<file path="src/hdl/dpllrs_regs.svh">
// register offsets, field positions and reset values of the
// reference selection and modulator configuration bank
// assumes 16-bit host addresses and byte-wide registers
`ifndef DPLLRS_REGS_SVH
`define DPLLRS_REGS_SVH

// ----------------------------------------------------------------
// offsets
// ----------------------------------------------------------------
`define DPLLRS_MOD_CFG_ADDR     16'h0038
`define DPLLRS_SEL_CTRL_ADDR    16'h003B
`define DPLLRS_PRIORITY_ADDR    16'h003C
`define DPLLRS_DIS_STATE_ADDR   16'h003D
`define DPLLRS_R0_PRE_HI_ADDR   16'h003E
`define DPLLRS_R0_PRE_MID_ADDR  16'h003F
`define DPLLRS_R0_PRE_LO_ADDR   16'h0040
`define DPLLRS_R1_PRE_HI_ADDR   16'h0041
`define DPLLRS_R1_PRE_MID_ADDR  16'h0042
`define DPLLRS_R1_PRE_LO_ADDR   16'h0043

// ----------------------------------------------------------------
// field positions (lsb of each field)
// ----------------------------------------------------------------
`define DPLLRS_MOD_ORDER_LSB    6
`define DPLLRS_OSC_GAIN_LSB     4
`define DPLLRS_DITHER_LSB       1
`define DPLLRS_REFSEL_LSB       5
`define DPLLRS_FBSEL_LSB        2
`define DPLLRS_REVERT_BIT       1
`define DPLLRS_SWMODE_BIT       0
`define DPLLRS_PRI1_LSB         2
`define DPLLRS_PRI0_LSB         0
`define DPLLRS_DIS1_BIT         5
`define DPLLRS_DIS0_BIT         4
`define DPLLRS_STATE_LSB        0

// ----------------------------------------------------------------
// reset values
// ----------------------------------------------------------------
`define DPLLRS_MOD_ORDER_RST    2'h3
`define DPLLRS_OSC_GAIN_RST     2'h1
`define DPLLRS_DITHER_RST       3'h0
`define DPLLRS_REFSEL_RST       3'h0
`define DPLLRS_FBSEL_RST        3'h0
`define DPLLRS_REVERT_RST       1'h1
`define DPLLRS_SWMODE_RST       1'h1
`define DPLLRS_PRI0_RST         2'h0
`define DPLLRS_PRI1_RST         2'h1
`define DPLLRS_DIS_RST          1'h0
`define DPLLRS_STATE_RST        2'h0
`define DPLLRS_PREDIV_RST       21'h000000

`endif

</file>
<file path="src/hdl/dpllrs_pkg.sv">
// types shared by the reference selection configuration bank
// assumes dpllrs_regs.svh is compiled alongside
package dpllrs_pkg;

    // ------------------------------------------------------------
    // selection mode encodings
    // ------------------------------------------------------------
    typedef enum logic [2:0] {
        REFSEL_AUTO   = 3'h0,
        REFSEL_MANUAL = 3'h1,
        REFSEL_FORCE0 = 3'h4,
        REFSEL_FORCE1 = 3'h5
    } dpllrs_refsel_t;

    // which reference the second loop follows
    typedef enum logic [1:0] {
        SEL_NONE,
        SEL_REF0,
        SEL_REF1
    } dpllrs_sel_t;

    // ------------------------------------------------------------
    // whole state of the bank
    // ------------------------------------------------------------
    typedef struct packed {
        logic [1:0]  modOrder;
        logic [1:0]  oscGain;
        logic [2:0]  ditherGain;
        logic [2:0]  refSelMode;
        logic [2:0]  fbSource;
        logic        revertEn;
        logic        phaseMode;
        logic [1:0]  ref0Pri;
        logic [1:0]  ref1Pri;
        logic        ref0Excl;
        logic        ref1Excl;
        logic [1:0]  stateForce;
        logic [20:0] ref0Prediv;
        logic [20:0] ref1Prediv;
        dpllrs_sel_t sel;
        logic [20:0] activePrediv;
        logic        modEnable;
        logic [3:0]  oscGainHalves;
        logic [6:0]  ditherLsbs;
        logic        fbExternal;
        logic        fbRef;
        logic [7:0]  rdData;
        logic        rdValid;
    } dpllrs_state_t;

endpackage : dpllrs_pkg

</file>
<file path="src/hdl/dpllrs_top.sv">
// reference selection, switchover and modulator configuration bank
// for the two loops; registers, decoded settings and the automatic
// reference chooser of the second loop
// assumes a host port core delivering byte accesses one per strobe
// and reference valid flags synchronous to core_clk
//
// Operation
// - modulator order: 00 off, 01..11 first to third; resets to third
// - oscillator error gain 0.5, 1, 2, 4 for 00..11; resets to unity
// - dither off for zero, else 1..64 lsbs by powers of two; reset off
// - select: 000 automatic, 001 manual by pin, 100/101 force ref 0/1
// - feedback: 000..011 internal divider, 100/101 external from ref 0/1
// - revert bit: 0 non-revertive, 1 revertive; resets revertive
// - switch phase bit: 0 absorb phase step, 1 track with slope limit
// - ref 0 priority: 00 first, 01 second, others unused; resets first
// - ref 1 priority same encoding; resets to second priority
// - exclude bit set removes that reference from switchover
// - state control: 00 auto, 01 free-run, 10 normal, 11 holdover
// - each reference has a 21-bit pre-divider, reset zero
`timescale 1ns/10ps

`include "dpllrs_regs.svh"

module dpllrs_top
(
    // clock and reset
    input  wire logic        core_clk,
    input  wire logic        rst,
    // host register port
    input  wire logic [15:0] hostAddr,
    input  wire logic        hostWrite,
    input  wire logic        hostRead,
    input  wire logic [7:0]  hostWrData,
    output logic      [7:0]  hostRdData,
    output logic             hostRdValid,
    // reference status
    input  wire logic [1:0]  refValid,
    input  wire logic        gpioRefSel,
    // first loop modulator settings
    output logic      [1:0]  modulatorOrderA,
    output logic             modulatorEnableA,
    output logic      [3:0]  oscErrorGainHalvesA,
    output logic      [6:0]  ditherLsbsA,
    // second loop selection settings
    output logic             revertiveEnableB,
    output logic             switchPhaseModeB,
    output logic      [1:0]  stateForceB,
    output logic             feedbackExternalB,
    output logic             feedbackRefB,
    output logic      [1:0]  activeRefB,
    output logic      [20:0] activePredivB
);

    // ------------------------------------------------------------
    // helpers
    // ------------------------------------------------------------

    // unused priority codes rank below both legal ones
    function automatic logic [1:0] dpllrs_rank(input logic [1:0] pri);
        dpllrs_rank = (pri[1]) ? 2'h2 : {1'b0, pri[0]};
    endfunction : dpllrs_rank

    // pre-divider of a chosen reference; none keeps zero
    function automatic logic [20:0] dpllrs_prediv(
        input dpllrs_pkg::dpllrs_sel_t sel,
        input logic [20:0]             p0,
        input logic [20:0]             p1
    );
        unique case (sel)
            dpllrs_pkg::SEL_REF0: dpllrs_prediv = p0;
            dpllrs_pkg::SEL_REF1: dpllrs_prediv = p1;
            default:              dpllrs_prediv = 21'h000000;
        endcase
    endfunction : dpllrs_prediv

    // ------------------------------------------------------------
    // state
    // ------------------------------------------------------------
    localparam dpllrs_pkg::dpllrs_state_t DPLLRS_RST = '{
        modOrder:      `DPLLRS_MOD_ORDER_RST,
        oscGain:       `DPLLRS_OSC_GAIN_RST,
        ditherGain:    `DPLLRS_DITHER_RST,
        refSelMode:    `DPLLRS_REFSEL_RST,
        fbSource:      `DPLLRS_FBSEL_RST,
        revertEn:      `DPLLRS_REVERT_RST,
        phaseMode:     `DPLLRS_SWMODE_RST,
        ref0Pri:       `DPLLRS_PRI0_RST,
        ref1Pri:       `DPLLRS_PRI1_RST,
        ref0Excl:      `DPLLRS_DIS_RST,
        ref1Excl:      `DPLLRS_DIS_RST,
        stateForce:    `DPLLRS_STATE_RST,
        ref0Prediv:    `DPLLRS_PREDIV_RST,
        ref1Prediv:    `DPLLRS_PREDIV_RST,
        sel:           dpllrs_pkg::SEL_NONE,
        activePrediv:  `DPLLRS_PREDIV_RST,
        modEnable:     1'b1,
        oscGainHalves: 4'h2,
        ditherLsbs:    7'h00,
        fbExternal:    1'b0,
        fbRef:         1'b0,
        rdData:        8'h00,
        rdValid:       1'b0
    };

    dpllrs_pkg::dpllrs_state_t state_reg;
    dpllrs_pkg::dpllrs_state_t state_next;
    dpllrs_pkg::dpllrs_sel_t   bestSel;
    logic                      elig0;
    logic                      elig1;
    logic                      curElig;
    logic [7:0]                rdByte;

    // ------------------------------------------------------------
    // next state
    // ------------------------------------------------------------

    // one pass: writes, decode, chooser, read capture
    always_comb
    begin
        state_next = state_reg;
        bestSel    = dpllrs_pkg::SEL_NONE;
        rdByte     = 8'h00;

        // register writes; reserved positions are dropped
        if (hostWrite)
        begin
            unique case (hostAddr)
                `DPLLRS_MOD_CFG_ADDR:
                begin
                    state_next.modOrder   =
                        hostWrData[`DPLLRS_MOD_ORDER_LSB +: 2];
                    state_next.oscGain    =
                        hostWrData[`DPLLRS_OSC_GAIN_LSB +: 2];
                    state_next.ditherGain =
                        hostWrData[`DPLLRS_DITHER_LSB +: 3];
                end
                `DPLLRS_SEL_CTRL_ADDR:
                begin
                    state_next.refSelMode =
                        hostWrData[`DPLLRS_REFSEL_LSB +: 3];
                    state_next.fbSource   =
                        hostWrData[`DPLLRS_FBSEL_LSB +: 3];
                    state_next.revertEn   =
                        hostWrData[`DPLLRS_REVERT_BIT];
                    state_next.phaseMode  =
                        hostWrData[`DPLLRS_SWMODE_BIT];
                end
                `DPLLRS_PRIORITY_ADDR:
                begin
                    state_next.ref0Pri =
                        hostWrData[`DPLLRS_PRI0_LSB +: 2];
                    state_next.ref1Pri =
                        hostWrData[`DPLLRS_PRI1_LSB +: 2];
                end
                `DPLLRS_DIS_STATE_ADDR:
                begin
                    state_next.ref0Excl   =
                        hostWrData[`DPLLRS_DIS0_BIT];
                    state_next.ref1Excl   =
                        hostWrData[`DPLLRS_DIS1_BIT];
                    state_next.stateForce =
                        hostWrData[`DPLLRS_STATE_LSB +: 2];
                end
                `DPLLRS_R0_PRE_HI_ADDR:
                    state_next.ref0Prediv[20:16] = hostWrData[4:0];
                `DPLLRS_R0_PRE_MID_ADDR:
                    state_next.ref0Prediv[15:8]  = hostWrData;
                `DPLLRS_R0_PRE_LO_ADDR:
                    state_next.ref0Prediv[7:0]   = hostWrData;
                `DPLLRS_R1_PRE_HI_ADDR:
                    state_next.ref1Prediv[20:16] = hostWrData[4:0];
                `DPLLRS_R1_PRE_MID_ADDR:
                    state_next.ref1Prediv[15:8]  = hostWrData;
                `DPLLRS_R1_PRE_LO_ADDR:
                    state_next.ref1Prediv[7:0]   = hostWrData;
                default:
                    state_next.rdValid = state_next.rdValid;
            endcase
        end

        // modulator decode: off, or order one to three
        state_next.modEnable = (state_next.modOrder != 2'h0);
        // gain kept in halves so 0.5 stays an integer factor
        unique case (state_next.oscGain)
            2'h0: state_next.oscGainHalves = 4'h1;
            2'h1: state_next.oscGainHalves = 4'h2;
            2'h2: state_next.oscGainHalves = 4'h4;
            2'h3: state_next.oscGainHalves = 4'h8;
        endcase
        // dither amplitude doubles per code step above zero
        if (state_next.ditherGain == 3'h0)
            state_next.ditherLsbs = 7'h00;
        else
            state_next.ditherLsbs =
                7'(7'h01 << (state_next.ditherGain - 3'h1));

        // feedback: codes 11x are unused and fall back to internal
        state_next.fbExternal = (state_next.fbSource[2:1] == 2'h2);
        state_next.fbRef      = state_next.fbExternal &
                                state_next.fbSource[0];

        // best eligible reference; ties go to reference 0
        elig0 = refValid[0] & ~state_next.ref0Excl;
        elig1 = refValid[1] & ~state_next.ref1Excl;
        if (elig0 && elig1)
            bestSel = (dpllrs_rank(state_next.ref1Pri) <
                       dpllrs_rank(state_next.ref0Pri)) ?
                      dpllrs_pkg::SEL_REF1 : dpllrs_pkg::SEL_REF0;
        else if (elig0)
            bestSel = dpllrs_pkg::SEL_REF0;
        else if (elig1)
            bestSel = dpllrs_pkg::SEL_REF1;

        // non-revertive keeps a still-eligible reference
        curElig = ((state_reg.sel == dpllrs_pkg::SEL_REF0) && elig0) ||
                  ((state_reg.sel == dpllrs_pkg::SEL_REF1) && elig1);

        // manual and forced modes ignore validity on purpose
        unique case (state_next.refSelMode)
            dpllrs_pkg::REFSEL_AUTO:
            begin
                if (curElig && !state_next.revertEn)
                    state_next.sel = state_reg.sel;
                else
                    state_next.sel = bestSel;
            end
            dpllrs_pkg::REFSEL_MANUAL:
                state_next.sel = gpioRefSel ? dpllrs_pkg::SEL_REF1 :
                                              dpllrs_pkg::SEL_REF0;
            dpllrs_pkg::REFSEL_FORCE0:
                state_next.sel = dpllrs_pkg::SEL_REF0;
            dpllrs_pkg::REFSEL_FORCE1:
                state_next.sel = dpllrs_pkg::SEL_REF1;
            default:
                state_next.sel = state_reg.sel; // reserved: hold
        endcase
        state_next.activePrediv = dpllrs_prediv(state_next.sel,
            state_next.ref0Prediv, state_next.ref1Prediv);

        // read data: reserved bits and unmapped bytes read zero
        unique case (hostAddr)
            `DPLLRS_MOD_CFG_ADDR:
                rdByte = {state_reg.modOrder, state_reg.oscGain,
                          state_reg.ditherGain, 1'b0};
            `DPLLRS_SEL_CTRL_ADDR:
                rdByte = {state_reg.refSelMode, state_reg.fbSource,
                          state_reg.revertEn, state_reg.phaseMode};
            `DPLLRS_PRIORITY_ADDR:
                rdByte = {4'h0, state_reg.ref1Pri, state_reg.ref0Pri};
            `DPLLRS_DIS_STATE_ADDR:
                rdByte = {2'h0, state_reg.ref1Excl, state_reg.ref0Excl,
                          2'h0, state_reg.stateForce};
            `DPLLRS_R0_PRE_HI_ADDR:
                rdByte = {3'h0, state_reg.ref0Prediv[20:16]};
            `DPLLRS_R0_PRE_MID_ADDR:
                rdByte = state_reg.ref0Prediv[15:8];
            `DPLLRS_R0_PRE_LO_ADDR:
                rdByte = state_reg.ref0Prediv[7:0];
            `DPLLRS_R1_PRE_HI_ADDR:
                rdByte = {3'h0, state_reg.ref1Prediv[20:16]};
            `DPLLRS_R1_PRE_MID_ADDR:
                rdByte = state_reg.ref1Prediv[15:8];
            `DPLLRS_R1_PRE_LO_ADDR:
                rdByte = state_reg.ref1Prediv[7:0];
            default:
                rdByte = 8'h00;
        endcase
        // read shows contents before a same-cycle write
        state_next.rdValid = hostRead;
        if (hostRead)
            state_next.rdData = rdByte;
    end

    // ------------------------------------------------------------
    // registers
    // ------------------------------------------------------------

    // single register bank for all state
    always_ff @(posedge core_clk)
    begin
        if (rst)
            state_reg <= DPLLRS_RST;
        else
            state_reg <= state_next;
    end

    // ------------------------------------------------------------
    // outputs
    // ------------------------------------------------------------

    // every output taken straight from the bank
    assign hostRdData          = state_reg.rdData;
    assign hostRdValid         = state_reg.rdValid;
    assign modulatorOrderA     = state_reg.modOrder;
    assign modulatorEnableA    = state_reg.modEnable;
    assign oscErrorGainHalvesA = state_reg.oscGainHalves;
    assign ditherLsbsA         = state_reg.ditherLsbs;
    assign revertiveEnableB    = state_reg.revertEn;
    assign switchPhaseModeB    = state_reg.phaseMode;
    assign stateForceB         = state_reg.stateForce;
    assign feedbackExternalB   = state_reg.fbExternal;
    assign feedbackRefB        = state_reg.fbRef;
    assign activeRefB          = state_reg.sel;
    assign activePredivB       = state_reg.activePrediv;

endmodule : dpllrs_top

</file>
<file path="config.mk">
export PLATFORM = sky130hd
export DESIGN_NAME = dpllrs_top
export DESIGN_NICKNAME = d
export VERILOG_FILES = /design/src/hdl/dpllrs_pkg.sv /design/src/hdl/dpllrs_top.sv
export VERILOG_INCLUDE_DIRS = /design/src /design/src/hdl
export SDC_FILE = /design/constraint.sdc
export NUM_CORES = 1
export LEC_CHECK = 0
export BUFFER_PORTS_ARGS = -buffer_cell sky130_fd_sc_hd__buf_2
export CORE_ASPECT_RATIO = 0.75
export CORE_MARGIN = 8
export CORE_UTILIZATION = 40
export DETAILED_ROUTE_END_ITERATION = 10
export GPL_TIMING_DRIVEN = 1
export PLACE_DENSITY = 0.63
export SYNTH_ARGS = -nofsm -noshare
export SYNTH_HDL_FRONTEND = slang
export SYNTH_SLANG_ARGS = --single-unit
</file>
<file path="constraint.sdc">
create_clock -name core_clk -period 5.9 [get_ports core_clk]
set_clock_uncertainty 0.15 [all_clocks]
set_input_delay 0.885 -clock core_clk [delete_from_list [all_inputs] [get_ports core_clk]]
set_output_delay 0.885 -clock core_clk [all_outputs]
set_load 0.01 [all_outputs]
</file>
# Yosys cells after proc, flatten, opt, wreduce, memory -nomap -nowiden
# Cells that the tools add are included.
[totals] wordCells=88 reg_bits=111 inputBits=31 output_inout_bits=52
[classes] n_bitwise=5 n_reduce_logical=13 addsub=1 shifts=1 n_eq_ne=21 order_cmp=1 muxes=23
[op_table] op="16-bit by 6-bit equality test with 1-bit output (second input constant)" count=6
[op_table] op="8-bit one-hot mux with 10 select lines" count=1
[op_table] op="65-bit two-way mux" count=1
[op_table] op="16-bit by 7-bit equality test with 1-bit output (second input constant)" count=4
[op_table] op="21-bit one-hot mux with 2 select lines" count=1
[op_table] op="8-bit two-way mux" count=5
[op_table] op="2-bit two-way mux" count=8
[op_table] op="4-bit one-hot mux with 4 select lines" count=1
[op_table] op="2-bit equality test (second input constant)" count=5
[op_table] op="5-bit two-way mux" count=2
[op_table] op="4-bit two-way mux" count=2
[op_table] op="2-bit one-hot mux with 4 select lines" count=1
[op_table] op="7-bit two-way mux" count=1
[op_table] op="1-bit by 3-bit left shift with 7-bit output (first input constant)" count=1
[op_table] op="2-bit by 1-bit equality test with 1-bit output (second input constant)" count=3
[op_table] op="3-bit equality test (second input constant)" count=2
[op_table] op="3-bit logical NOT" count=2
[op_table] op="1-bit logical AND" count=4
[op_table] op="2-bit AND reduction" count=2
[op_table] op="1-bit AND" count=3
[op_table] op="3-bit by 1-bit equality test with 1-bit output (second input constant)" count=1
[op_table] op="3-bit by 1-bit subtractor with 3-bit output (second input constant)" count=1
[op_table] op="2-bit logical NOT" count=1
[op_table] op="2-bit < comparator" count=1
[op_table] op="other kinds (5)" count=6

# Longest topological paths before layout
# Gate-level depths: netlist (run 1).
[logic_depth] ltp_word=12 mapped_depth=17 ltp_nobuf=15

# Worst setup path after synthesis (run 1)
# OpenSTA, ideal clock, no wires.
[synth_timing] path_kind="input port to flip-flop" from="in hostAddr[13]" to="reg state_reg (netlist bit activePredivB[12])" path_slack_ns=1.198 n_path_buf=2 t_arrival_ns=4.495 cell_stages=16 path_cell_list="nor4_1 and3_1 and3_1 clkbuf_1 mux2_2 ha_1 a2111oi_0 a41oi_1 o21ai_0 o211ai_1 a31o_2 nand2_1 ha_1 or2_2 clkbuf_1 o21ba_2"
[synth_lines] element="start, declared" line_no="dpllrs_top.sv:30" source="input wire logic [15:0] hostAddr,"
[synth_lines] element="end signal, assigned" line_no="dpllrs_top.sv:284" source="state_reg <= state_next;"
[synth_lines] element="end, declared" line_no="dpllrs_top.sv:105" source="dpllrs_pkg::dpllrs_state_t state_reg;"

==> results, run 1 <==
- The run finished with clean final reports.
- The total stage count of the critical path is 17.
- The worst setup path is captured at a flip-flop.
- The number of maximum-capacitance violations is 0.
- The portion of synthesized area spent on multiplexers is 0.143.
- The critical path ends at activePredivB[19].
- In this run the remaining antenna-violating nets after routing total 0.
- From left edge to right edge, the die measures 146 um.
- The average instance area after synthesis is around 9.4 um^2.
- The largest net degree at the start of global routing is 75.
- The core region is approximately 0.012 mm^2.
- The CTS tree is built.
- In this run, synthesis produced a sequential element count of approximately 110.
- The mapped netlist covers 0.00507 mm^2.
- The synthesized design spends more area on one cell type than any other, namely sky130_fd_sc_hd__dfxtp_1.
- The die extent in y is 114 um.
- The worst hold-check path type is reg2reg.
- Setup violations remaining at the end of the flow were counted as 0.
- After clock tree synthesis, the clock-pin slew on the worst setup and hold paths is 80 ps.
- The initial antenna violation count is 0.
- The gate count of the mapped netlist is 542.
- The simple-gate share of the synthesized area is 0.179.
- Setup repair after global routing left no endpoint under its margin.
- The wire length after detailed routing is ~14,000 um.
- The distinct cell type count of the synthesized netlist is 56.
- The final layout contains 603 nets.
- The total overflow left after global routing is 0.
- The congestion estimate from routability-driven global placement came to between 0.8 and 0.9.
- The number of placed instances, taps included, is between 700 and 800.
- The peak supply drop is 0.186 mV.
- The signal on the critical path passes through buf_2 -> nor4_1 -> and3_1 -> and3_1 -> mux2_2 -> ha_1 -> a2111oi_0 -> a41oi_1 -> o21ai_0 -> o211ai_1 -> a31o_2 -> and2_1 -> ha_1 -> inv_1 -> buf_4 -> o22ai_1 -> nor2b_1.
- The placement-stage cell area is 0.00526 mm^2.
- For this run, the top clock speed supported by timing is 207 MHz.
- The overall routing resource usage is 0.169.
- For this block, the via count after detailed routing is approximately 4,100.
- The highest fanout seen on the critical path is 21.
- The layout has 1,226 filler cells.
- Summed over all nets, the half-perimeter wirelength after detailed placement is ~10,000 um.
- In this run the static leakage power is 2.48 nW.
- CTS built an H-tree with a depth of 3.
- The number of vias per cell is 5.57.
- The clock period could shrink to 4820 ps.
- In this run the tightest slew margin relative to its limit is 0.143.
- By instance count, the leading cell after synthesis is sky130_fd_sc_hd__dfxtp_1.
- During placement, the flow inserted port buffers numbering slightly above 80.
- The cts-stage hold buffer count is 0.
- The count of yosys warnings during synthesis is 0.
- The adder-cell area share of the yosys netlist is 0.0197.
- In this run the core area contains 35 standard-cell rows.
- The post-route DRC violation count is 0.
- The worst setup path is launched from a primary input.
- For this run, the slowest stage of the critical path takes ~420 ps.
- Once layout is done, the placed cells without fillers occupy 0.00554 mm^2.
- The clock tree buffer depth is 2.
- The wire length of the first global-routing pass is 22,200 um.
- The number of flops mapped to enable cells by yosys is 0.
- The critical path class is in2reg.
- The buffer and inverter count on the worst path is 3.
- Final hold analysis gives a worst-case slack of 324 ps.
- The required time at the worst-slack endpoint is 5980 ps.
- The number of global-route vias before repair is between 3,000 and 4,000.
- The final count of pins violating max slew is 0.
- The family with the most delay on the worst path is simple AND/OR/NAND/NOR gates.
- The reg-to-reg setup timing slack is 2600 ps.
- For the worst-skew pair, the clock arrives at the later sink with an insertion delay of 350 ps.
- The commonest cells after synthesis are sky130_fd_sc_hd__dfxtp_1 (111), sky130_fd_sc_hd__nor2_1 (93), sky130_fd_sc_hd__mux2i_1 (59).
- The path depth of the worst reg2reg path is 13.
- The mean routed wirelength per cell is 19.3 um.
- The boundary pin count is 83.
- Of the available clock period, the critical path in the final layout requires 0.818.
- The number of instances resized during post-cts repair is 0.
- The endpoint identified for the worst register-to-register timing path is activePredivB[19].
- The power density over the cells is 253 mW/mm^2.
- By area, the combinational part of the netlist is dominated by simple AND/OR/NAND/NOR gates.
- The post-synthesis compound-gate area fraction was 0.122.
- The aggregate negative setup slack is 0 ps.
- The count of endpoints failing hold in the final timing report came to 0.
- The final standard cell count with taps included and fillers excluded is 735.
- The startpoint of the worst setup timing path is hostAddr[13].
- In the synthesized netlist the async set-or-reset flop fraction comes to 0.
- Of the total synthesized cell area, the portion taken by XOR and XNOR cells is 0.
- The number of flip-flops under the largest register name is 59.
- Post-CTS timing repair inserted 0 buffers for setup.
- Data on the critical path arrives at its endpoint at 4900 ps.
- The total iterations of the first detailed-routing run is 5.
- The number of nets handed over by synthesis was 581.
- The share of the synthesized area in the top cell type is 0.438.
- In this run, CTS created clock tree buffers numbering 9.
- For the pin with the worst max-slew slack, the measured transition is 1270 ps.
- The largest individual stage delay along the critical path comes from the cell sky130_fd_sc_hd__a2111oi_0.
- Ranked by total cell area, the synthesized netlist is headed by sky130_fd_sc_hd__dfxtp_1 (44%), sky130_fd_sc_hd__mux2i_1 (12%), sky130_fd_sc_hd__nor2_1 (6.9%).
- The root buffer selected by CTS is sky130_fd_sc_hd__clkbuf_16.
- The die area is 0.0166 mm^2.
- The detailed router finished its first iteration with 362 violations.
- From synthesis to final layout, the design area changed by 9.15%.
- Of the synthesized area, sequential elements account for 0.438.
- The top flip-flop cell by instance count after synthesis is sky130_fd_sc_hd__dfxtp_1.
- Of the cells placed in the final design, the portion with a size suffix greater than 1 is 0.218.
- The clock drives 111 sinks.
- The initial core utilization is 0.411.
- The number of antenna diodes in the final layout is 0.
- The startpoint identified for the worst register-to-register timing path is state_reg[93].
## cell families (layout without fill, tap and decap cells)
kind of cell / count (synthesis) / in the layout
AOI/OAI and AO/OA: 83 / 83
DFF: 111 / 111
buffers and inverters: 86 / 113
and+or+nand+nor: 184 / 184
muxes: 70 / 70
adders and majority gates: 8 / 8
## through the flow
stage | utilization | power (W) | setup slack, ps
5_1_grt | 0.449 | 0.00144 | 850
3_3_place_gp | 0.426 | 0.000833 | 889
3_5_place_dp | 0.426 | 0.000833 | 801
6_report | 0.449 | 0.00140 | 1080
4_1_cts | 0.449 | 0.00141 | 1150
2_1_floorplan | - | 0.000805 | 1200
## final cells by class
class                   count  area, um^2  share of cell area
clock buffers              10         229              0.0413
flip-flops and latches    111        2220               0.401
inverters                  13        48.8             0.00881
repair buffers             84         425              0.0768
multi-input cells         345        2350               0.425
well taps                 166         208              0.0375
clock inverters             6        53.8             0.00971
## power by group
group / internal, W / leakage [nW] / switching [W] / total (W)
clock: 0.000293 / 0.132 / 0.000290 / 0.000583
sequential: 0.000749 / 0.895 / 0.000000583 / 0.000750
combinational: 0.0000177 / 1.46 / 0.0000490 / 0.0000667
total: 0.00106 / 2.48 / 0.000340 / 0.00140
## placed cells by master (no fill, tap or decap), types with 9 or more instances in the layout
cell type and n:
sky130_fd_sc_hd__mux2i_1 59, sky130_fd_sc_hd__mux2_2 10, sky130_fd_sc_hd__a21oi_1 15, sky130_fd_sc_hd__nand2_1 24, sky130_fd_sc_hd__dfxtp_1 111, sky130_fd_sc_hd__buf_2 82
sky130_fd_sc_hd__inv_1 11, sky130_fd_sc_hd__o22ai_1 9, sky130_fd_sc_hd__o22a_1 10, sky130_fd_sc_hd__clkbuf_16 9, sky130_fd_sc_hd__nor2b_1 10, sky130_fd_sc_hd__nor2_1 93
## routing by layer
metal / GRT usage / wire (um) / vias up
met5: 0 / 0 / -
met4: 0.0383 / 180 / 0
met3: 0.0554 / 1050 / 15
met2: 0.246 / 6020 / 175
met1: 0.236 / 6950 / 1995
li1: - / - / 1912
## how the worst min path moves through the flow
stage                       start       endpoint  slack [ps]  depth (start not counted)
floorplan           hostRdData[4]  hostRdData[4]         290                          2
global placement    hostRdData[4]  hostRdData[4]         310                          2
detailed placement  hostRdData[4]  hostRdData[4]         320                          2
CTS                 hostRdData[4]  hostRdData[4]         330                          2
global route        hostRdData[4]  hostRdData[4]         360                          2
finish              hostRdData[4]  hostRdData[4]         320                          2
## tightest hold or removal path, stage by stage, from the launching register on
cell and delay (ps):
sky130_fd_sc_hd__dfxtp_1 310, sky130_fd_sc_hd__nand2_1 60, sky130_fd_sc_hd__a21oi_1 50
Power figures use the tool's default switching activity.
==> inputs of run 2 (changes only) <==
==> constraint.sdc (replaced) <==
create_clock -name core_clk -period 5 [get_ports core_clk]
set_clock_uncertainty 0.15 [all_clocks]
set_input_delay 0.75 -clock core_clk [delete_from_list [all_inputs] [get_ports core_clk]]
set_output_delay 0.75 -clock core_clk [all_outputs]
set_load 0.01 [all_outputs]
==> run 2 against run 1 <==
Against the previous run:
- sequential share of layout area fell by 0.50 points
- via count barely moved
- worst hold slack gained 5.6 ps
- clock power up 28%
- total power up 22%
- final cell count increased by 0.68%
- setup slack got worse by 580 ps
- first-iteration DRC count is 6.4% higher
- die area stayed put
- global-route usage is 0.42 points higher
- largest power group unchanged
- count of clock-buffer cells in the layout decreased by 1
==> results, run 2 (synthesis gave the netlist of run 1 again) <==
- The met3 routing resource usage after global routing is 0.0680 (+0.0127).
- The final count of pins violating max slew is 0 (unchanged).
- The standard cell core area is 0.0123 mm^2 (unchanged).
- The number of maximum-capacitance violations came to 0 (unchanged).
- TritonCTS built the clock tree.
- The cts-stage hold buffer count came to 0 (unchanged).
- The clock-pin slew of the registers on the worst-case setup and hold paths is 80 ps (about the same).
- The total iterations of the first detailed-routing run is 5 (unchanged).
- The clock tree buffer depth is 2 (unchanged).
- In this run the most critical hold path is launched from hostRdData[4].
- The post-route DRC violation count is 0 (unchanged).
- The initial core utilization is 0.411 (unchanged).
- The overall routing resource usage was 0.173 (+0.00417).
- The tree is rooted in a sky130_fd_sc_hd__clkbuf_16.
- The transition time at the pin with the least slew margin is 1210 ps (-63.0 ps).
- Static timing analysis puts the maximum clock frequency at 222 MHz.
- The boundary pin count is 83 (unchanged).
- The count of nets after finishing was 608 (+0.83%).
- The number of instances resized during post-cts repair is 0 (unchanged).
- The met2 routing resource usage after global routing is 0.255 (+0.00835).
- The fill cell total of the finished layout is 1,254 (+2.3%).
- The final RePlAce weighted congestion is 0.887 (+1.1%).
- The wire length of the first global-routing pass was 22,700 um (+2.1%).
- Setup repair after global routing left no endpoint under its margin.
- The slowest cell on the critical path is sky130_fd_sc_hd__or2_2.
- Traced cell by cell, the critical path runs through buf_2 -> nor4_1 -> and3_1 -> and3_1 -> mux2_2 -> ha_1 -> a2111oi_0 -> a41oi_1 -> o21ai_0 -> o211ai_1 -> o211ai_1 -> ha_1 -> or2_2 -> o21ba_2.
- The count of endpoints failing hold in the final timing report is 0 (unchanged).
- The worst register-to-register path ends at activePredivB[12].
- The depth of the worst hold-timing path was 2 (unchanged).
- The routing usage on met1 is 0.234 (-0.00214).
- The power density over the cells was 305 mW/mm^2 (+21%).
- The flow ran to the end, and the final reports show no timing, DRC or antenna violations.
- The peak supply drop was 0.163 mV (-12%).
- The initial antenna violation count is 0 (unchanged).
- In the layout the commonest cells are sky130_fd_sc_hd__dfxtp_1 (111), sky130_fd_sc_hd__nor2_1 (93), sky130_fd_sc_hd__buf_2 (82).
- The die extent in y is 114 um (unchanged).
- The highest fanout seen on the critical path is 21 (unchanged).
- The commonest non-fill, non-tap cell in the layout is sky130_fd_sc_hd__dfxtp_1.
- The clock insertion delay at the later pin of the skew report is 350 ps (about the same).
- The reg-to-reg setup timing slack was 1710 ps (-890 ps).
- After global routing, the most crowded layer is met2.
- The placed wire-length estimate is 10,700 um (+3.0%).
- The critical path class is in2reg.
- The fraction of layout instances using a drive strength above 1 came to 0.226 (+0.00855).
- The critical path's largest stage delay is 470 ps (+50 ps).
- The number of buffers inserted by post-CTS setup repair is 0 (unchanged).
- The final worst-path cycle share is 0.901.
- The sort of element at the end of the critical path is a flip-flop.
- The final critical path time including I/O delays and setup is approximately 4500 ps.
- The number of vias per cell was 5.54 (-0.70%).
- The worst reg2reg path startpoint is state_reg[93].
- The area taken by flip-flops and latches came to 0.00222 mm^2 (unchanged).
- The number of antenna repair diodes came to 0 (unchanged).
- The wire length after detailed routing is 14,400 um (+1.6%).
- The utilization of the core after routing is 0.454 (+0.00567).
- The path depth of the worst reg2reg path came to 10 (-3).
- The overall die width came to 146 um (unchanged).
- The worst hold-check path type is reg2reg.
- The total of endpoints with negative setup slack in the final report was 0 (unchanged).
- The CTS buffer count was 9 (unchanged).
- The total of buffers placed on input and output ports is 82 (unchanged).
- The initial DRC count is 385 (+6.4%).
- The relative slew slack is 0.185 (+0.0424).
- The die area is 0.0166 mm^2 (unchanged).
- The via count is 4,096 (-0.024%).
- The total leakage power is 2.52 nW (+1.6%).
- The number of clock sinks seen by CTS is 111 (unchanged).
- The level count of the clock H-tree is 3 (unchanged).
- The required time at the worst-slack endpoint is 5160 ps (-820 ps).
- The startpoint class of the critical path is a primary input.
- The final global-route overflow total is 0 (unchanged).
- The worst hold path terminates at hostRdData[4].
- The number of global-route vias before repair is 4,087 (+2.5%).
- The endpoint arrival time on the critical path is 4660 ps (-240 ps).
- The number of flip-flops under the largest register name is 59 (unchanged).
- The mean routed wirelength per cell is 19.5 um (+0.92%).
- The area taken by multi-input logic gates is 0.00235 mm^2 (unchanged).
- Relative to the synthesized area, the layout overhead comes to 10.5%.
- The aggregate negative setup slack is 0 ps (unchanged).
- The remaining antenna violation count after routing came to 0 (unchanged).
- The largest net degree at the start of global routing is 48 (-36%).
- The cell row count is 35 (unchanged).
## run 2: layout make-up
type	count	share of cell area
Multi-Input combinational cell	345	0.419
Clock buffer	9	0.0402
Inverter	13	0.00870
Sequential cell	111	0.396
Timing Repair Buffer	89	0.0825
Tap cell	166	0.0370
Clock inverter	7	0.0161
## run 2: layer usage
layer / share of wire / wire (um) / vias up
met3: 0.094 / 1360 / 16
met2: 0.42 / 6130 / 168
met5: 0 / 0 / -
li1: - / - / 1922
met1: 0.47 / 6790 / 1990
met4: 0.011 / 152 / 0
## run 2: per-stage QoR
step	power (W)	hold slack [ps]	worst slack, ps	cells	instance area (um^2)
after floorplan	0.000950	291	433	542	5070
after global placement	0.000983	313	375	724	5290
after detailed placement	0.000984	317	187	724	5290
after CTS	0.00173	330	528	740	5610
after global routing	0.00177	347	275	740	5610
final	0.00171	330	497	740	5610
## run 2: worst max-delay path by stage
stage	startpoint	end
after floorplan	hostAddr[13]	activePredivB[12]
after global routing	hostAddr[13]	activePredivB[9]
after CTS	hostAddr[13]	activePredivB[9]
final	hostAddr[13]	activePredivB[12]
after detailed placement	hostAddr[13]	activePredivB[12]
after global placement	hostAddr[13]	activePredivB[12]
## run 2: critical path: cells and delay by family
| family | cells | cell delay, ps |
|---|---|---|
| fa+ha+maj | 2 | 500 |
| simple gates | 4 | 1480 |
| buf+inv | 1 | 100 |
| mux | 1 | 360 |
| compound gates | 6 | 1470 |
## run 2: power breakdown
group          total (W)  internal (W)  switching, W
registers       0.000885      0.000884   0.000000784
logic          0.0000798     0.0000217     0.0000581
clock network   0.000748      0.000399      0.000348
total            0.00171       0.00130      0.000407
==> inputs of run 3 (changes only) <==
==> constraint.sdc (replaced) <==
create_clock -name core_clk -period 5 [get_ports core_clk]
set_clock_uncertainty 0.15 [all_clocks]
set_input_delay 0.25 -clock core_clk [delete_from_list [all_inputs] [get_ports core_clk]]
set_output_delay 0.25 -clock core_clk [all_outputs]
set_load 0.01 [all_outputs]
==> run 3 against run 2 <==
Against the previous run:
- cell area fell by 0.22%
- fmax up 4.8%
- routed wire length down 0.63%
- die area is the same
- critical path depth rose by 3
- global-route usage fell by 0.28 points
- setup slack better by 210 ps
- flip-flop and latch count unchanged
- critical path type unchanged
==> results, run 3 (synthesis gave the netlist of run 1 again) <==
- The instance count after placement with tap cells included came to 719 (-0.69%).
- Setup repair after global routing left no endpoint under its margin.
- The final setup slack of the worst path is 704 ps (+206 ps).
- The final standard cell count with taps included and fillers excluded is 735 (-0.68%).
- The highest fanout seen on the critical path was 21 (unchanged).
- The path depth of the worst reg2reg path was 13 (+3).
- The level count of the clock H-tree is 3 (unchanged).
- The final count of pins violating max slew is 0 (unchanged).
- The relative slew slack is 0.133 (-0.0518).
- The number of antenna repair diodes is 0 (unchanged).
- The overall routing resource usage came to 0.170 (-0.00281).
- The clock-pin slew of the registers on the worst-case setup and hold paths is 80 ps (about the same).
- The count of nets after finishing is 603 (-0.82%).
- The commonest non-fill, non-tap cell in the layout is sky130_fd_sc_hd__dfxtp_1.
- The family with the most delay on the worst path is simple AND/OR/NAND/NOR gates.
- The CTS tree is built.
- The total stage count of the critical path was 17 (+3).
- The number of clock sinks seen by CTS is 111 (unchanged).
- The wire length after detailed routing is 14,300 um (-0.63%).
- The initial DRC count came to 424 (+10%).
- The critical path's largest stage delay is 460 ps (about the same).
- The slowest stage of the critical path is the sky130_fd_sc_hd__a2111oi_0 cell.
- The endpoint arrival time on the critical path is 4380 ps (-280 ps).
- The via count is 4,155 (+1.4%).
- The overall die width is 146 um (unchanged).
- The total of endpoints with negative setup slack in the final report is 0 (unchanged).
- The final global-route overflow total is 0 (unchanged).
- The placed wire-length estimate is 10,600 um (-1.2%).
- The fill cell total of the finished layout is 1,225 (-2.3%).
- The run finished with clean final reports.
- The number of maximum-capacitance violations is 0 (unchanged).
- The mean routed wirelength per cell was 19.5 um (about the same).
- The total leakage power is 2.51 nW (-0.39%).
- The path class of the tightest hold or removal check is in2reg.
- The number of instances resized during post-cts repair is 0 (unchanged).
- The buffer and inverter count on the worst path is 3 (+2).
- The required time at the worst-slack endpoint is 5080 ps (-80 ps).
- The number of flip-flops under the largest register name is 59 (unchanged).
- The depth of the worst hold-timing path came to 3 (+1).
- The wire length of the first global-routing pass was 22,400 um (-1.1%).
- The total of buffers placed on input and output ports is 82 (unchanged).
- The aggregate negative setup slack was 0 ps (unchanged).
- The initial core utilization is 0.411 (unchanged).
- The final critical path time including I/O delays and setup came to 4300 ps (-206 ps).
- The worst hold-check slack is 112 ps (-218 ps).
- The final RePlAce weighted congestion is 0.883 (-0.39%).
- The transition time at the pin with the least slew margin is 1290 ps (+77.0 ps).
- The highest attainable clock frequency is 233 MHz (+4.8%).
- The initial antenna violation count was 0 (unchanged).
- The final worst-path cycle share is 0.859 (-0.0413).
- The fraction of layout instances using a drive strength above 1 was 0.220 (-0.00680).
- The boundary pin count is 83 (unchanged).
- The die area is 0.0166 mm^2 (unchanged).
- The library cells used most frequently in the layout, excluding fill and tap cells, are sky130_fd_sc_hd__dfxtp_1 (111), sky130_fd_sc_hd__nor2_1 (93), sky130_fd_sc_hd__buf_2 (82).
- The total iterations of the first detailed-routing run is 5 (unchanged).
- The cell row count is 35 (unchanged).
- By startpoint and endpoint, the worst setup path is classified as in2reg.
- The post-route DRC violation count is 0 (unchanged).
- The peak supply drop came to 0.209 mV (+28%).
- Compared with the post-synthesis result, the final layout area differs by 10.3%.
- The worst setup timing slack at the placement stage is 445 ps (+258 ps).
- The CTS buffer count came to 9 (unchanged).
- The number of buffers inserted by post-CTS setup repair is 0 (unchanged).
- The number of vias per cell is 5.65 (+2.1%).
- The largest net degree at the start of global routing is 44 (-8.3%).
- The root buffer selected by CTS is sky130_fd_sc_hd__clkbuf_16.
- The standard cell core area is 0.0123 mm^2 (unchanged).
- The die extent in y is 114 um (unchanged).
- The clock tree buffer depth came to 2 (unchanged).
- The cts-stage hold buffer count is 0 (unchanged).
- The critical path goes through buf_2 -> nor4_1 -> and3_1 -> and3_1 -> mux2_2 -> ha_1 -> a2111oi_0 -> a41oi_1 -> o21ai_0 -> o211ai_1 -> a31o_2 -> and2_1 -> ha_1 -> inv_1 -> buf_4 -> o22ai_1 -> nor2b_1.
- The clock insertion delay at the later pin of the skew report is 350 ps (about the same).
- The post-route cell area is 0.00560 mm^2 (-0.22%).
- The count of endpoints failing hold in the final timing report came to 0 (unchanged).
- The power density over the cells is 315 mW/mm^2 (+3.1%).
- The worst setup path is launched from a primary input.
- The remaining antenna violation count after routing was 0 (unchanged).
- The placement-stage cell area came to 0.00526 mm^2 (-0.71%).
- The worst setup path is captured at a flip-flop.
- The number of global-route vias before repair is 4,106 (+0.46%).
==> run 3: cell count changes in the layout (fill, tap and decap cells not counted), sizes merged <==
cell and delta:
buf -5, bufinv +1, clkbuf +1, clkinv -1, clkinvlp -1
==> run 3: final timing paths <==
| kind | start | end | slack [ps] |
|---|---|---|---|
| worst max-delay path | hostAddr[9] | activePredivB[19] | 700 |
| worst min-delay path | refValid[0] | activeRefB[1] | 110 |
| worst max register to register | state_reg[93] | activePredivB[19] | 1600 |
| worst min register to register | hostRdData[4] | hostRdData[4] | 320 |
==> run 3: worst register-to-register path, cell delays in order (launching register included) <==
cell and delay, ps:
sky130_fd_sc_hd__dfxtp_1 340, sky130_fd_sc_hd__mux2_2 280, sky130_fd_sc_hd__ha_1 230, sky130_fd_sc_hd__a2111oi_0 460, sky130_fd_sc_hd__a41oi_1 200, sky130_fd_sc_hd__o21ai_0 140, sky130_fd_sc_hd__o211ai_1 150, sky130_fd_sc_hd__a31o_2 280
sky130_fd_sc_hd__and2_1 140, sky130_fd_sc_hd__ha_1 180, sky130_fd_sc_hd__inv_1 80, sky130_fd_sc_hd__buf_4 280, sky130_fd_sc_hd__o22ai_1 190, sky130_fd_sc_hd__nor2b_1 200
==> run 3: stage by stage <==
| stage | total power [W] | util |
|---|---|---|
| 6_report | 0.00176 | 0.453 |
| 5_1_grt | 0.00181 | 0.453 |
| 4_1_cts | 0.00177 | 0.453 |
| 3_5_place_dp | 0.000984 | 0.426 |
| 3_3_place_gp | 0.000982 | 0.426 |
| 2_1_floorplan | 0.000950 | - |
==> run 3: per-layer routing <==
layer  wire length [um]  share of wire  vias to the layer above  GRT usage
met5                  0              0                        -          0
met3               1410          0.098                       23     0.0522
met4                234          0.016                        0     0.0513
met1               6680           0.47                     2006      0.231
li1                   -              -                     1915          -
met2               6010           0.42                      211      0.255
==> run 3: report_power, final <==
part | internal [W] | switching [W]
Combinational | 0.0000209 | 0.0000583
Clock | 0.000461 | 0.000337
Sequential | 0.000884 | 0.000000647
==> run 3: cell type report <==
type                       count  area, um^2  share of cell area
multi-input combinational    345        2350               0.420
sequential                   111        2220               0.397
timing repair buffer          84         425              0.0760
clock buffer                  10         239              0.0427
tap                          166         208              0.0371
clock inverter                 6         101              0.0181
inverter                      13        48.8             0.00872
